**config.mk**
```make
export PLATFORM = sky130hd
export DESIGN_NAME = smc_regs
export DESIGN_NICKNAME = d
export VERILOG_FILES = /design/src/common/smc_pkg.sv /design/src/hdl/smc_calib_delay.sv /design/src/hdl/smc_regs.sv
export SDC_FILE = /design/constraint.sdc
export NUM_CORES = 1
export LEC_CHECK = 0
export BUFFER_PORTS_ARGS = -buffer_cell sky130_fd_sc_hd__buf_2
export CELL_PAD_IN_SITES_DETAIL_PLACEMENT = 1
export CELL_PAD_IN_SITES_GLOBAL_PLACEMENT = 1
export CORE_ASPECT_RATIO = 0.9
export CORE_MARGIN = 2
export CORE_UTILIZATION = 40
export CTS_BUF_LIST = sky130_fd_sc_hd__clkbuf_2
export DETAILED_ROUTE_END_ITERATION = 7
export GPL_TIMING_DRIVEN = 0
export PLACE_DENSITY_LB_ADDON = 0.12
export SYNTH_ARGS = -nofsm -noshare
export SYNTH_HDL_FRONTEND = slang
export SYNTH_SLANG_ARGS = --single-unit
```
**constraint.sdc**
```tcl
create_clock -name i_mclk -period 2 [get_ports i_mclk]
set_clock_uncertainty 0.05 [all_clocks]
set_input_delay 0.4 -clock i_mclk [delete_from_list [all_inputs] [get_ports i_mclk]]
set_output_delay 0.4 -clock i_mclk [all_outputs]
set_load 0.05 [all_outputs]
```
**src/common/smc_pkg.sv**
```systemverilog
// package for the slave mezzanine control register bank
package smc_pkg;
  // register indices (word addresses on the slave register port)
  localparam logic [3:0] ADDR_CONTROL = 4'h4;
  localparam logic [3:0] ADDR_STATUS = 4'h5;
  localparam logic [3:0] ADDR_BUS_SEL = 4'h6;
  localparam logic [3:0] ADDR_CAUSE = 4'h7;
  localparam logic [3:0] ADDR_DATE = 4'h8;
  localparam logic [3:0] ADDR_MASK = 4'h9;
  localparam logic [3:0] ADDR_CALIB = 4'hA;
  // control field positions
  localparam int CTRL_STATIC_BIT = 3;
  localparam int CTRL_EXTCLK_BIT = 2;
  localparam int CTRL_EXTRST_BIT = 1;
  localparam int CTRL_GRST_BIT = 0;
  // status and cause field positions
  localparam int STAT_ROLE_BIT = 0;
  localparam int CAUSE_FRAME_BIT = 0;
  localparam int CAUSE_NOACK_BIT = 1;
  localparam int CAUSE_USER_BIT = 2;
  localparam int CAUSE_PIN_LSB = 8;
  // reset values
  localparam logic [3:0] CONTROL_RST = 4'h0;
  localparam logic [15:0] BUS_SEL_RST = 16'h0000;
  localparam logic [15:0] MASK_RST = 16'h0000;
  localparam logic [7:0] CALIB_RST = 8'h00;
  localparam logic [15:0] DATE_DEFAULT = 16'h0101; // arbitrary build date, MMDD
  // calibration delay step
  localparam int CALIB_STEP_NS = 25;
  localparam int CLK_PERIOD_NS = 10;
  localparam int CALIB_STEP_CYC = (CALIB_STEP_NS + CLK_PERIOD_NS - 1) / CLK_PERIOD_NS;
  // calibration delay states
  typedef enum logic [1:0] {SMC_CAL_IDLE, SMC_CAL_WAIT, SMC_CAL_FIRE} smc_cal_state_t;
endpackage

```
**src/hdl/smc_calib_delay.sv**
```systemverilog
// delayed one-cycle calibration pulse generator
`timescale 1ns/1ns
module smc_calib_delay
  import smc_pkg::*;
(
  // clock and reset
  input wire logic i_mclk,
  input wire logic i_rst_n,
  // control
  input wire logic [7:0] i_delay,
  input wire logic i_trig,
  // pulse out
  output logic o_pulse
);
  smc_cal_state_t state_ff; // sequencer state
  logic [7:0] steps_ff; // remaining 25 ns steps
  logic [7:0] sub_ff; // cycles inside a step

  // sequencer: a new trigger while busy is ignored, pulses never overlap
  always_ff @(posedge i_mclk or negedge i_rst_n)
  begin
    if (!i_rst_n)
    begin
      state_ff <= SMC_CAL_IDLE;
      steps_ff <= 8'h00;
      sub_ff <= 8'h00;
    end
    else
    begin
      case (state_ff)
        SMC_CAL_IDLE:
        begin
          if (i_trig)
          begin
            steps_ff <= i_delay;
            sub_ff <= 8'(CALIB_STEP_CYC - 1);
            // zero delay fires on the next cycle
            state_ff <= (i_delay == 8'h00) ? SMC_CAL_FIRE : SMC_CAL_WAIT;
          end
        end
        SMC_CAL_WAIT:
        begin
          // count delay times step cycles
          if (sub_ff != 8'h00)
          begin
            sub_ff <= sub_ff - 8'h01;
          end
          else if (steps_ff == 8'h01)
          begin
            state_ff <= SMC_CAL_FIRE;
          end
          else
          begin
            steps_ff <= steps_ff - 8'h01;
            sub_ff <= 8'(CALIB_STEP_CYC - 1);
          end
        end
        SMC_CAL_FIRE:
        begin
          state_ff <= SMC_CAL_IDLE;
        end
        default:
        begin
          state_ff <= SMC_CAL_IDLE;
        end
      endcase
    end
  end

  // exactly one clock of pulse
  assign o_pulse = (state_ff == SMC_CAL_FIRE);
endmodule

```
**src/hdl/smc_regs.sv**
```systemverilog
// slave mezzanine control and status register bank
`timescale 1ns/1ns
module smc_regs
  import smc_pkg::*;
(
  // clock and reset
  input wire logic i_mclk,
  input wire logic i_rst_n,
  input wire logic i_switch_rst,
  // register port driven by the frame decoder
  input wire logic i_wr,
  input wire logic i_rd,
  input wire logic [3:0] i_addr,
  input wire logic [15:0] i_wdata,
  output logic [15:0] o_rdata,
  // frame-driven enables
  input wire logic [15:0] i_dyn_driver_enable,
  input wire logic [15:0] i_dyn_receiver_enable,
  output logic [15:0] o_bus_driver_enable_lines,
  output logic [15:0] o_bus_receiver_enable_lines,
  // clock and reset controls
  output logic o_ext_clk_sel,
  output logic o_local_osc_en,
  output logic o_ext_reset,
  output logic o_global_reset,
  // role
  input wire logic i_role_slave,
  output logic o_forward_bus,
  // event sources
  input wire logic i_frame_check_err,
  input wire logic i_i2c_no_ack,
  input wire logic i_user_int,
  input wire logic [7:0] i_pin_int,
  output logic o_slave_int,
  // calibration
  input wire logic i_calibration_pulse_type0,
  output logic o_calib_pulse,
  // configurable pins
  output logic [31:0] o_pin_oe
);
  // word map of the bank on the slave register port:
  //   control, status, static selection, event cause, build date,
  //   event mask and calibration delay, in rising index order;
  //   lower indices belong to pin registers kept outside this bank

  // register storage, one flop group per register
  logic [3:0] control_ff; // mezzanine_control
  logic [15:0] bus_sel_ff; // bus_select_static
  logic [15:0] mask_ff; // event_mask
  logic [7:0] calib_ff; // calib_delay
  logic [15:0] cause_ff; // event_cause, sticky low byte
  logic [15:0] rdata_ff; // registered read data
  // next values, worked out combinationally
  logic [3:0] nxt_control; // control after this edge
  logic [15:0] nxt_bus_sel; // selection after this edge
  logic [15:0] nxt_mask; // mask after this edge
  logic [7:0] nxt_calib; // delay after this edge
  logic [15:0] nxt_cause; // raw events this cycle
  logic [15:0] nxt_rdata; // read mux output
  // decoded strobes and constants
  logic cause_rd; // the cause register is read this cycle
  logic [15:0] build_date_code; // constant date

  // true when a strobe targets one register index; every write and the
  // cause clear share this one decode, so they can never disagree on
  // which word a frame meant
  function automatic logic reg_hit(input logic strobe, input logic [3:0] addr,
                                   input logic [3:0] idx);
    reg_hit = strobe && (addr == idx);
  endfunction

  assign build_date_code = DATE_DEFAULT;
  assign cause_rd = reg_hit(i_rd, i_addr, ADDR_CAUSE);

  // control next value; only the four defined bits are stored
  // a write to any other index leaves it untouched
  always_comb
  begin
    nxt_control = control_ff;
    if (reg_hit(i_wr, i_addr, ADDR_CONTROL))
    begin
      nxt_control = i_wdata[3:0];
    end
  end

  // control flops; clockless access is modelled by plain flops, so a write
  // lands on the edge that samples its strobe
  always_ff @(posedge i_mclk or negedge i_rst_n)
  begin
    if (!i_rst_n)
    begin
      // local oscillator, dynamic enables, both resets off
      control_ff <= CONTROL_RST;
    end
    else
    begin
      control_ff <= nxt_control;
    end
  end

  // static selection next value; it only matters in static mode
  always_comb
  begin
    nxt_bus_sel = bus_sel_ff;
    if (reg_hit(i_wr, i_addr, ADDR_BUS_SEL))
    begin
      nxt_bus_sel = i_wdata;
    end
  end

  // static selection flops; cleared so a switch to static mode before any
  // write enables no driver
  always_ff @(posedge i_mclk or negedge i_rst_n)
  begin
    if (!i_rst_n)
    begin
      bus_sel_ff <= BUS_SEL_RST;
    end
    else
    begin
      bus_sel_ff <= nxt_bus_sel;
    end
  end

  // mask next value; bits 7:3 have no cause behind them and stay zero
  always_comb
  begin
    nxt_mask = mask_ff;
    if (reg_hit(i_wr, i_addr, ADDR_MASK))
    begin
      nxt_mask = {i_wdata[15:8], 5'h00, i_wdata[2:0]};
    end
  end

  // mask flops; all causes are blocked after reset, so no interrupt can
  // rise before software has chosen what it wants to hear about
  always_ff @(posedge i_mclk or negedge i_rst_n)
  begin
    if (!i_rst_n)
    begin
      mask_ff <= MASK_RST;
    end
    else
    begin
      mask_ff <= nxt_mask;
    end
  end

  // calibration delay next value, low byte only
  always_comb
  begin
    nxt_calib = calib_ff;
    if (reg_hit(i_wr, i_addr, ADDR_CALIB))
    begin
      nxt_calib = i_wdata[7:0];
    end
  end

  // calibration delay flops; a change while a delay runs only affects the
  // next trigger, since the sequencer copies the count at its start
  always_ff @(posedge i_mclk or negedge i_rst_n)
  begin
    if (!i_rst_n)
    begin
      calib_ff <= CALIB_RST;
    end
    else
    begin
      calib_ff <= nxt_calib;
    end
  end

  // raw event vector gated by the mask; a cause whose mask bit is clear
  // never reaches the sticky register, so it cannot raise the interrupt
  always_comb
  begin
    nxt_cause = 16'h0000;
    nxt_cause[CAUSE_FRAME_BIT] = i_frame_check_err & mask_ff[CAUSE_FRAME_BIT];
    nxt_cause[CAUSE_NOACK_BIT] = i_i2c_no_ack & mask_ff[CAUSE_NOACK_BIT];
    // user interrupt pin, enabled by its own mask bit
    nxt_cause[CAUSE_USER_BIT] = i_user_int & mask_ff[CAUSE_USER_BIT];
    // pin-vector causes track the pin level
    nxt_cause[15:8] = i_pin_int & mask_ff[15:8];
  end

  // sticky low causes; a read clears them but a same-cycle event survives,
  // so an event is never lost between the read and the clear
  always_ff @(posedge i_mclk or negedge i_rst_n)
  begin
    if (!i_rst_n)
    begin
      cause_ff <= 16'h0000;
    end
    else if (cause_rd)
    begin
      cause_ff <= nxt_cause;
    end
    else
    begin
      // low bits accumulate, pin bits follow the pins
      cause_ff <= {nxt_cause[15:8], cause_ff[7:0] | nxt_cause[7:0]};
    end
  end

  // read mux; the cause read returns the pending value, then clears it
  always_comb
  begin
    nxt_rdata = rdata_ff;
    if (i_rd)
    begin
      case (i_addr)
        ADDR_CONTROL: nxt_rdata = {12'h000, control_ff};
        ADDR_STATUS: nxt_rdata = {15'h0000, i_role_slave};
        ADDR_BUS_SEL: nxt_rdata = bus_sel_ff;
        ADDR_CAUSE: nxt_rdata = cause_ff;
        ADDR_DATE: nxt_rdata = build_date_code;
        ADDR_MASK: nxt_rdata = mask_ff;
        ADDR_CALIB: nxt_rdata = {8'h00, calib_ff};
        // unmapped words and the pin registers kept elsewhere read zero
        default: nxt_rdata = 16'h0000;
      endcase
    end
  end

  // read data flops; the word holds until the next read, so a slow frame
  // encoder may pick it up late
  always_ff @(posedge i_mclk or negedge i_rst_n)
  begin
    if (!i_rst_n)
    begin
      rdata_ff <= 16'h0000;
    end
    else
    begin
      rdata_ff <= nxt_rdata;
    end
  end
  assign o_rdata = rdata_ff;

  // driver enables: static from selection, else frame-driven
  // a plain mux, so a mode change acts on the very next cycle
  assign o_bus_driver_enable_lines = control_ff[CTRL_STATIC_BIT] ? bus_sel_ff
                                                                  : i_dyn_driver_enable;
  // receiver enables never static; the selection register has no path
  // to them in any mode
  assign o_bus_receiver_enable_lines = i_dyn_receiver_enable;

  // clock source; external choice stops the local oscillator
  // both outputs come from one flop, so they can never both be active
  assign o_ext_clk_sel = control_ff[CTRL_EXTCLK_BIT];
  assign o_local_osc_en = ~control_ff[CTRL_EXTCLK_BIT];

  // resets are combinational so they need no clock edge to assert;
  // the software global reset also reaches the external reset pin
  // limitation: the global reset does not clear this bank itself, or the
  // bit that requests it would be wiped before it could be seen
  assign o_global_reset = control_ff[CTRL_GRST_BIT] | i_switch_rst;
  assign o_ext_reset = control_ff[CTRL_EXTRST_BIT] | o_global_reset;

  // role low: act as master and forward the bus locally
  // the role pin is a strap, so it is passed on without a flop
  assign o_forward_bus = ~i_role_slave;

  // interrupt request is the OR of every pending cause bit
  assign o_slave_int = |cause_ff;

  // pins stay inputs; pin configuration lives outside this bank, so this
  // bank never drives any of them
  assign o_pin_oe = 32'h0000_0000;

  // delayed calibration pulse; the sequencer runs on i_mclk, which stands
  // for the selected mezzanine clock here, and ignores triggers while busy
  // limitation: the step is rounded up to whole clock periods
  smc_calib_delay u_calib
  (
    .i_mclk(i_mclk),
    .i_rst_n(i_rst_n),
    .i_delay(calib_ff),
    .i_trig(i_calibration_pulse_type0),
    .o_pulse(o_calib_pulse)
  );
endmodule

```
Yosys cells after proc, flatten, opt, wreduce, memory -nomap -nowiden
Cells that the tools add are included.
Widths: inputs -> output; s select.
Operators by class
  $add $sub $neg: 2
  equal/unequal tests: 15
  bitwise logic cells: 9
  multiplexer cells: 16
  reduce and logical (&&, ||, !) cells: 13
Operator list (count)
  $pmux 16 s7: 1
  $mux 8: 7
  $pmux 8 s2: 2
  $eq 4x3->1 const B: 4
  $mux 16: 1
  $reduce_or 16->1: 1
  $sub 8x1->8 const B: 2
  $eq 4x4->1 const B: 3
  $and 8x8->8: 1
  $eq 8x1->1 const B: 1
  $logic_not 8->1: 1
  $mux 2: 4
  $or 8x3->8: 1
  $reduce_bool 8->1: 1
  $ne 2x2->1 const B: 3
  $reduce_and 3->1: 2
  $logic_and 1x1->1: 5
  $pmux 2 s2: 1
  $reduce_and 4->1: 1
  $and 1x1->1: 3
  $ne 3x2->1 const B: 1
  $eq 2x1->1 const B: 1
  $eq 2x2->1 const B: 1
  $logic_not 2->1: 1
  other kinds (4): 6
Word-level totals
  logic and storage cells: 64
  flip-flop bits (word level): 89
  output and inout bits: 87
  input bits: 70

Logic depth before layout (Yosys ltp)
Gate-level depths: netlist (run 1).
  depth in word-level cells: 4
  mapped depth: 7

By module
From an unflattened synthesis (run 1), not the netlist that was laid out.
Unflattened totals
  cell total of the unflattened synthesis: 415
  area, all modules: 4604.4 sq um
By module, submodules not included
  smc_regs: instances 1, cells each 291, area an instance 3482.1 sq um
  smc_calib_delay: instances 1, cells each 124, area an instance 1122.3 sq um

Least setup slack after synthesis (run 1)
No wires, ideal clock.
  path type: flip-flop to output port
  from: register control_ff[3]
  to: output port o_bus_driver_enable_lines[10]
  path slack: 0.224 ns
  buffers on the path: 2
  stages on the path, launching flop included: 4
  arrival time: 1.326 ns
  cell sequence: dfrtp_1 clkbuf_1 buf_2 mux2_2
Between the ends
  word-level cells in the longest chain between the ends: 1
Ends and longest elaborated chain
  from (decl): RTL line smc_regs.sv:47  | logic [3:0] control_ff;
  from (signal assigned): RTL line smc_regs.sv:97  | control_ff <= nxt_control;
  $mux 16: RTL line smc_regs.sv:242  | assign o_bus_driver_enable_lines = control_ff[CTRL_STATIC_BIT] ? bus_sel_ff
  to (decl): RTL line smc_regs.sv:19  | output logic [15:0] o_bus_driver_enable_lines,
No other way between the ends.

Worst setup path after layout (run 1)
  from: register control_ff[3]
  to: output port o_bus_driver_enable_lines[15]
The elaborated chain is that of the path after synthesis.

==> results.toml, run 1 <==
[cts]
clockRootBuffer = "clkbuf_2"
clkTransAtPathRegs_ns = 0.24
cts-buffers-inserted = 9
cts_tree = "done"
cts_sinks = 84
clockBufferDepth = 2
clock_latency_ns = 0.56
htree_levels = 3

[logic_synthesis]
ys_seq_area_share_pct = 45.3
synth_top_flop_cell = "dfrtp_1"
synth_top_area_cell = "dfrtp_1"
ys_async_sr_fraction_pct = 100
ys_warn_count = 0
synth_top_area_share_pct = 45.3
syn_inst = 418
synth_edf_count = 0
syn_area_um2 = 4640
synthTopCellsByArea = "dfrtp_1 45%, mux2_2 11%, buf_4 7.9%, mux2_4 3.2%, o22ai_1 2.4%"
syn_area_per_cell_um2 = 11.1
ys_seq_elements = 84
ys_types = 63

[critical_path]
arrival_ns = 1.70
crit_type = "register to output pin"
path_max_fanout = 8
cp_num_buf_inv = 2
end_kind = "output pin"
path_cells = "buf_8 > mux2_2 > buf_6"
cp-start-kind = "register"
critical_path.max_stage_delay_ns = 0.46
crit_slowest_cell = "dfrtp_2"
critPathRequiredTime_ns = 1.55
cp_top_family = "flip-flops"

[global_route]
grt_pass1_wl_um = 22400
grt_pass1_vias = 4000
grt_usage_pct = 22.8
overflow = 0
grt_start_max_net_pins = 63
grt_antenna_before_repair = 0

[run]
max_cap_violations = 0

[floorplanning]
design.core.area_um2 = 11400
initial_core_util_pct = 40.8
num_rows = 37
die_w_um = 118
die_y_um = 106
dieArea_um2 = 12500
ios = 157

[place]
io_buffer_count = 105
dp.cells = 711
gp_congestion = 0.846
dp_hpwl_um = 9840

[run_status]
status = "finished with violations"
violations = "negative setup slack"

[route]
dr.first_iter.drc_count = 227
wl_um = 14200
vias_per_cell = 5.29
avgRoutedWirePerCell_um = 18.8
drtPass1Iterations = 5
ant_nets = 0
dr_total_vias = 3987
drc = 0

[final_layout]
n_antenna_cell = 0
drive_above_1_share_pct = 47.5
fin_cells = 754
fin_util_pct = 53.6
area_delta_synth_final_pct = 31.6
nets = 668

[sta]
max_freq_mhz = 465
drv_slew = 0
worst-slew-pin-transition_ns = 0.630
setup_viol = 18
finalHoldViolCount = 0
slew_headroom_pct = 58.0
fin_ws_ns = -0.152
finalCritPeriodShare_pct = 108
fin_crit_ns = 2.15
rsz0062_at_grt = "yes"
fin_hold_ws_ns = 0.0336

[power_and_ir_drop]
max-vdd-ir-drop_uv = 444
power.leakage_nw = 2.96
finalPower_mw = 7.06
power_density_nw_per_um2 = 1160

[worst_hold_path]
holdCritPathClass = "primary input to register"
-- per-layer routing --
metal	track usage (%)	vias to the layer above	share of wire, %
li1	-	1805	-
met5	0	-	0
met4	7.40	0	1.7
met3	5.15	16	6.2
met2	35.4	162	47
met1	31.6	2004	45
-- layout by cell type, fill, tap and decap left out, types with 4 or more instances in the layout --
master,n
a222oi_1,10
a22oi_1,4
buf_4,62
and2_1,8
a31oi_1,7
o22ai_1,18
nor3_1,7
buf_8,4
mux2_4,13
nand2_1,11
clkbuf_2,11
nand3_1,4
conb_1,32
mux2i_1,4
buf_6,18
o21ai_0,5
and3_1,4
dlygate4sd3_1,15
dfrtp_1,82
inv_1,25
clkbuf_1,4
mux2_2,43
nor2_1,12
buf_2,97
a22o_1,5
nand4_1,4
a21oi_1,17
-- sequential cells by signal, indices dropped and copies added (netlist names) --
name              cells
bus_sel_ff           16
u_calib.steps_ff      8
mask_ff              11
o_rdata              16
u_calib.state_ff      2
u_calib.sub_ff        8
cause_ff             11
control_ff            4
calib_ff              8
-- cell usage after synthesis, types with 5 or more instances --
| library cell | instances |
|---|---|
| buf_2 | 13 |
| nand2_1 | 11 |
| nor2_1 | 12 |
| nor3_1 | 7 |
| and2_1 | 8 |
| o21ai_0 | 5 |
| a31oi_1 | 7 |
| mux2_4 | 10 |
| a222oi_1 | 10 |
| o22ai_1 | 18 |
| clkbuf_1 | 5 |
| mux2_2 | 46 |
| dfrtp_1 | 84 |
| a21oi_1 | 17 |
| inv_1 | 27 |
| buf_4 | 49 |
| a22o_1 | 5 |
-- what timing repair did --
action                     CTS  global route
gates cloned                 0             1
hold endpoints to repair    36             2
hold buffers                13             2
gates resized for setup     28            36
setup endpoints to repair   35            25
setup buffers               10             4
pin swaps                    3             3
-- report_power, final --
part | total, mW | leakage (nW) | switching [mW] | internal (mW)
Sequential | 2.54 | 1.06 | 0.446 | 2.09
Combinational | 3.63 | 1.83 | 2.10 | 1.53
Clock | 0.896 | 0.0680 | 0.604 | 0.292
-- path summary, 6_finish.rpt --
check	start	endpoint	slack (ns)	depth (start not counted)
worst max register to register	u_calib.sub_ff[1]	u_calib.steps_ff[6]	-0.01	8
worst max-delay path	control_ff[3]	o_bus_driver_enable_lines[15]	-0.15	3
min in group asynchronous	i_rst_n	calib_ff[4]	0.22	2
worst min-delay path	i_wdata[9]	bus_sel_ff[9]	0.03	2
worst min register to register	mask_ff[8]	cause_ff[8]	0.49	1
max in group asynchronous	i_rst_n	cause_ff[2]	1.07	3
-- final cells by class --
type                       count  area [um^2]
buffer                        68          489
clock buffer                  11         55.1
clock inverter                 4         51.3
fill                        1322         5280
inverter                      27          101
multi-input combinational    269         2150
sequential                    84         2100
tap                          156          195
timing repair buffer         135          962
-- metrics by stage --
stage	setup TNS (ns)	setup WS, ns	area (um^2)
finish	-2.06	-0.152	6110
global route	-3.32	-0.215	6110
CTS	-2.96	-0.190	5900
detailed placement	-4.77	-0.338	5510
global placement	-26.47	-0.293	5480
floorplan	0	0.224	4760
-- logic make-up after synthesis --
kind of cell    count (synthesis)  synth area share [%]
compound gates                 94                  14.9
other cells                     1                0.0808
mux                            60                  15.3
fa+ha+maj                       4                  1.08
flops                          84                  45.3
simple gates                   79                  11.0
buf+inv                        96                  12.4
(Power assumes the default switching activity.)
==> run 2, diff against run 1 <==
--- a/config.mk
+++ b/config.mk
@@ -5,6 +5,7 @@
 export SDC_FILE = /design/constraint.sdc
 export NUM_CORES = 1
 export LEC_CHECK = 0
+export ABC_CLOCK_PERIOD_IN_PS = 2000
 export BUFFER_PORTS_ARGS = -buffer_cell sky130_fd_sc_hd__buf_2
 export CELL_PAD_IN_SITES_DETAIL_PLACEMENT = 1
 export CELL_PAD_IN_SITES_GLOBAL_PLACEMENT = 1
@@ -15,6 +16,7 @@
 export DETAILED_ROUTE_END_ITERATION = 7
 export GPL_TIMING_DRIVEN = 0
 export PLACE_DENSITY_LB_ADDON = 0.12
+export SKIP_LAST_GASP = 1
 export SYNTH_ARGS = -nofsm -noshare
 export SYNTH_HDL_FRONTEND = slang
 export SYNTH_SLANG_ARGS = --single-unit
==> results.toml, run 2 (same netlist as run 1, synthesis figures left out) <==
[run_status]
status = "finished with violations"
violations = "negative setup slack"

[critical_path]
critical_path.max_stage_delay_ns = 0.46
cp_num_buf_inv = 2
critPathRequiredTime_ns = 1.55
crit_slowest_cell = "dfrtp_2"
crit_type = "register to output pin"
end_kind = "output pin"
path_cells = "buf_12 > mux2_2 > buf_4"
arrival_ns = 1.69
cp_top_family = "flip-flops"
cp-start-kind = "register"
path_max_fanout = 9

[cts]
htree_levels = 3
clock_latency_ns = 0.55
clockBufferDepth = 2
clkTransAtPathRegs_ns = 0.23
clockRootBuffer = "clkbuf_2"
cts_sinks = 84
cts_tree = "done"
cts-buffers-inserted = 9

[place]
io_buffer_count = 105
dp_hpwl_um = 9840
gp_congestion = 0.846
dp_slack_ns = -0.338

[power_and_ir_drop]
combPwrFrac_pct = 51.1
seqPwrFrac_pct = 36.2
p_int_mw = 3.87
max-vdd-ir-drop_uv = 438
power.leakage_nw = 2.95
p_sw_share_pct = 44.7
pwr-share-clk_pct = 12.7
switchingPower_mw = 3.13
power_density_nw_per_um2 = 1150

[route]
drc = 0
wl_um = 14100
drtPass1Iterations = 5
dr.first_iter.drc_count = 192
ant_nets = 0
dr_total_vias = 4018
avgRoutedWirePerCell_um = 18.6
vias_per_cell = 5.33

[global_route]
grt_start_max_net_pins = 63
overflow = 0
grt_pass1_wl_um = 22400
grt_pass1_vias = 4000
grt_antenna_before_repair = 0
grt_usage_pct = 22.8

[floorplanning]
die_w_um = 118
ios = 157
initial_core_util_pct = 40.8
num_rows = 37
dieArea_um2 = 12500
design.core.area_um2 = 11400
die_y_um = 106

[sta]
finalHoldViolCount = 0
setup_viol = 17
finalCritPeriodShare_pct = 107
worst-slew-pin-transition_ns = 0.731
fin_ws_ns = -0.140
max_freq_mhz = 467
fin_crit_ns = 2.14
drv_slew = 0
slew_headroom_pct = 51.3
rsz0062_at_grt = "yes"

[final_layout]
nets = 668
drive_above_1_share_pct = 47.2
final_common_cell = "buf_2"
layout_common_cells = "97 x buf_2, 82 x dfrtp_1, 69 x buf_4, 44 x mux2_2, 32 x conb_1"
area_delta_synth_final_pct = 30.6
n_antenna_cell = 0
fin_util_pct = 53.2

[run]
max_cap_violations = 0

[worst_hold_path]
holdCritPathClass = "primary input to register"
[run 2: cell counts in the layout (fill, tap and decap cells not counted)]
Identical to the previous run, type by type.
[run 2: final timing paths]
| check | start | to | slack [ns] | cells after the start |
|---|---|---|---|---|
| max | control_ff[3] | o_bus_driver_enable_lines[12] | -0.14 | 3 |
| min | i_wdata[9] | bus_sel_ff[9] | 0.02 | 2 |
| max in group asynchronous | i_rst_n | mask_ff[12] | 1.07 | 3 |
| max reg2reg | u_calib.sub_ff[0] | u_calib.steps_ff[6] | 0.01 | 8 |
| min reg2reg | mask_ff[8] | cause_ff[8] | 0.49 | 1 |
| min in group asynchronous | i_rst_n | calib_ff[4] | 0.21 | 2 |
[run 2: metal layers]
| metal | vias to the layer above | wire length (um) | global-route usage, % |
|---|---|---|---|
| met4 | 0 | 255 | 7.40 |
| met5 | - | 0 | 0 |
| met2 | 193 | 6460 | 35.4 |
| met1 | 1998 | 6320 | 31.6 |
| li1 | 1806 | - | - |
| met3 | 21 | 1030 | 5.15 |
[run 2: timing repair]
item | in CTS | in global routing
buffers inserted | 10 | 4
endpoints found under the setup margin | 35 | 25
endpoints found under the hold margin | 36 | 2
hold buffers | 13 | 2
gates resized for setup | 27 | 26
pin swaps | 3 | 3
cloned | 0 | 1
[run 2: per-stage QoR]
| step | total power [mW] | hold slack [ns] | setup TNS [ns] | cell area, um^2 | instances |
|---|---|---|---|---|---|
| after floorplan | 4.81 | 0.0544 | 0 | 4760 | 449 |
| after global placement | 5.50 | 0.427 | -26.47 | 5480 | 710 |
| after detailed placement | 5.63 | 0.286 | -4.77 | 5510 | 711 |
| after CTS | 6.71 | 0.00177 | -2.98 | 5900 | 748 |
| after global routing | 7.38 | 0.00153 | -3.51 | 6060 | 754 |
| final | 7.00 | 0.0234 | -2.24 | 6060 | 754 |
[run 2: final cells by class]
type                            instances  area, um^2
Buffer                                 68         489
Clock buffer                           11        55.1
Clock inverter                          4        51.3
Fill cell                            1330        5330
Inverter                               27         101
Multi-Input combinational cell        269        2130
Sequential cell                        84        2100
Tap cell                              156         195
Timing Repair Buffer                  135         932
[run 2: power groups by stage]
| stage | Clock [mW] | Sequential (mW) | Combinational, mW |
|---|---|---|---|
| 2_1_floorplan | 0 | 2.47 | 2.34 |
| 3_3_place_gp | 0 | 2.53 | 2.97 |
| 3_5_place_dp | 0 | 2.55 | 3.08 |
| 4_1_cts | 0.918 | 2.52 | 3.28 |
| 5_1_grt | 0.985 | 2.60 | 3.80 |
| 6_report | 0.891 | 2.54 | 3.58 |
==> run 3, diff against run 2 <==
--- a/config.mk
+++ b/config.mk
@@ -6,14 +6,15 @@
 export NUM_CORES = 1
 export LEC_CHECK = 0
 export ABC_CLOCK_PERIOD_IN_PS = 2000
-export BUFFER_PORTS_ARGS = -buffer_cell sky130_fd_sc_hd__buf_2
 export CELL_PAD_IN_SITES_DETAIL_PLACEMENT = 1
 export CELL_PAD_IN_SITES_GLOBAL_PLACEMENT = 1
 export CORE_ASPECT_RATIO = 0.9
 export CORE_MARGIN = 2
-export CORE_UTILIZATION = 40
+export CORE_UTILIZATION = 50
 export CTS_BUF_LIST = sky130_fd_sc_hd__clkbuf_2
+export CTS_CLUSTER_DIAMETER = 100
 export DETAILED_ROUTE_END_ITERATION = 7
+export DONT_BUFFER_PORTS = 1
 export GPL_TIMING_DRIVEN = 0
 export PLACE_DENSITY_LB_ADDON = 0.12
 export SKIP_LAST_GASP = 1
==> results.toml, run 3 (same netlist as run 1, synthesis figures left out) <==
[run_status]
status = "finished with violations"
violations = "negative hold slack, negative setup slack"

[final_layout]
drive_above_1_share_pct = 38.3
nets = 576
final_common_cell = "dfrtp_1"
fin_cells = 629
layout_common_cells = "81 x dfrtp_1, 65 x buf_4, 36 x mux2_2, 32 x conb_1, 28 x dlygate4sd3_1"
area_delta_synth_final_pct = 20.9
n_antenna_cell = 0

[power_and_ir_drop]
max-vdd-ir-drop_uv = 455
power_density_nw_per_um2 = 1240
finalPower_mw = 6.95
power.leakage_nw = 2.55

[sta]
fin_crit_ns = 2.12
finalHoldViolCount = 84
drv_slew = 0
rsz0062_at_grt = "yes"
fin_ws_ns = -0.120
setup_viol = 20
fin_hold_ws_ns = -0.558
worst-slew-pin-transition_ns = 0.677
finalSetupTns_ns = -1.48
finalCritPeriodShare_pct = 106
slew_headroom_pct = 54.6
max_freq_mhz = 472

[route]
avgRoutedWirePerCell_um = 22.7
ant_nets = 0
dr_total_vias = 3745
drc = 0
wl_um = 14300
dr.first_iter.drc_count = 180
vias_per_cell = 5.95
drtPass1Iterations = 6

[global_route]
grt_pass1_vias = 3835
grt_start_max_net_pins = 85
overflow = 0
grt_usage_pct = 27.8
grt_pass1_wl_um = 21200
grt_antenna_before_repair = 0

[place]
io_buffer_count = 0
dp.cells = 571
dp_slack_ns = -0.169
gp_congestion = 0.853
dp_hpwl_um = 9100

[floorplanning]
die_y_um = 95.4
ios = 157
num_rows = 33
design.core.area_um2 = 9080
die_w_um = 106
initial_core_util_pct = 51.1
dieArea_um2 = 10100

[cts]
cts-buffers-inserted = 9
clockBufferDepth = 2
cts_sinks = 84
htree_levels = 3
hold_buffers = 28
clockRootBuffer = "clkbuf_2"
cts_tree = "done"
clkTransAtPathRegs_ns = 0.25
clock_latency_ns = 0.55

[critical_path]
crit_type = "register to output pin"
path_max_fanout = 2
critPathRequiredTime_ns = 1.55
cp-start-kind = "register"
end_kind = "output pin"
arrival_ns = 1.67

[run]
max_cap_violations = 0

[worst_hold_path]
holdCritPathClass = "primary input to asynchronous set/reset pin"
==> run 3: worst paths after layout <==
check | start | end | slack [ns] | depth (start not counted)
setup reg to reg | u_calib.sub_ff[0] | u_calib.steps_ff[1] | -0.08 | 8
max in group asynchronous | i_rst_n | control_ff[2] | 2.27 | 0
min in group i_mclk | i_wr | mask_ff[0] | 0.06 | 2
setup / recovery | cause_ff[2] | o_slave_int | -0.12 | 2
hold reg to reg | mask_ff[15] | mask_ff[15] | 0.52 | 1
hold / removal | i_rst_n | u_calib.sub_ff[1] | -0.56 | 0
==> run 3: area by class of cell <==
| class | instances | area, um^2 |
|---|---|---|
| plain buffers | 68 | 484 |
| clock buffers | 9 | 45.0 |
| clock inverters | 7 | 51.3 |
| fillers | 998 | 3470 |
| inverters | 27 | 101 |
| multi-input cells | 269 | 2280 |
| flip-flops and latches | 84 | 2110 |
| well taps | 122 | 153 |
| repair buffers | 43 | 393 |
==> run 3: metrics by stage <==
stage | area (um^2) | hold WS (ns) | utilization, %
2_1_floorplan | 4760 | 0.0544 | -
3_5_place_dp | 4910 | 0.0574 | 54.1
5_1_grt | 5610 | -0.615 | 61.8
6_report | 5610 | -0.558 | 61.8
3_3_place_gp | 4910 | 0.0576 | 54.1
4_1_cts | 5450 | -0.587 | 60.0
==> run 3: critical path, stage by stage, from the launching register on <==
cell and delay, ns:
dfrtp_1 0.48, nor4_4 0.41, nand3_4 0.23
==> run 3: timing repair <==
item,in CTS,in global routing
endpoints found under the setup margin,34,34
endpoints found under the hold margin,136,84
cloned,0,0
pin swaps,1,5
resized for setup,23,25
buffers inserted,8,9
==> run 3: routing by layer <==
metal  routed length, um  track usage (%)
met1                5670             34.7
met2                7340             49.1
met3                1030             7.38
met4                 225             6.25
met5                   0                0
==> run 3: power by group <==
group          internal [mW]  total [mW]  switching [mW]
clock                  0.170       0.811           0.641
combinational           1.44        3.49            2.05
sequential              2.09        2.65           0.552
total                   3.71        6.95            3.24
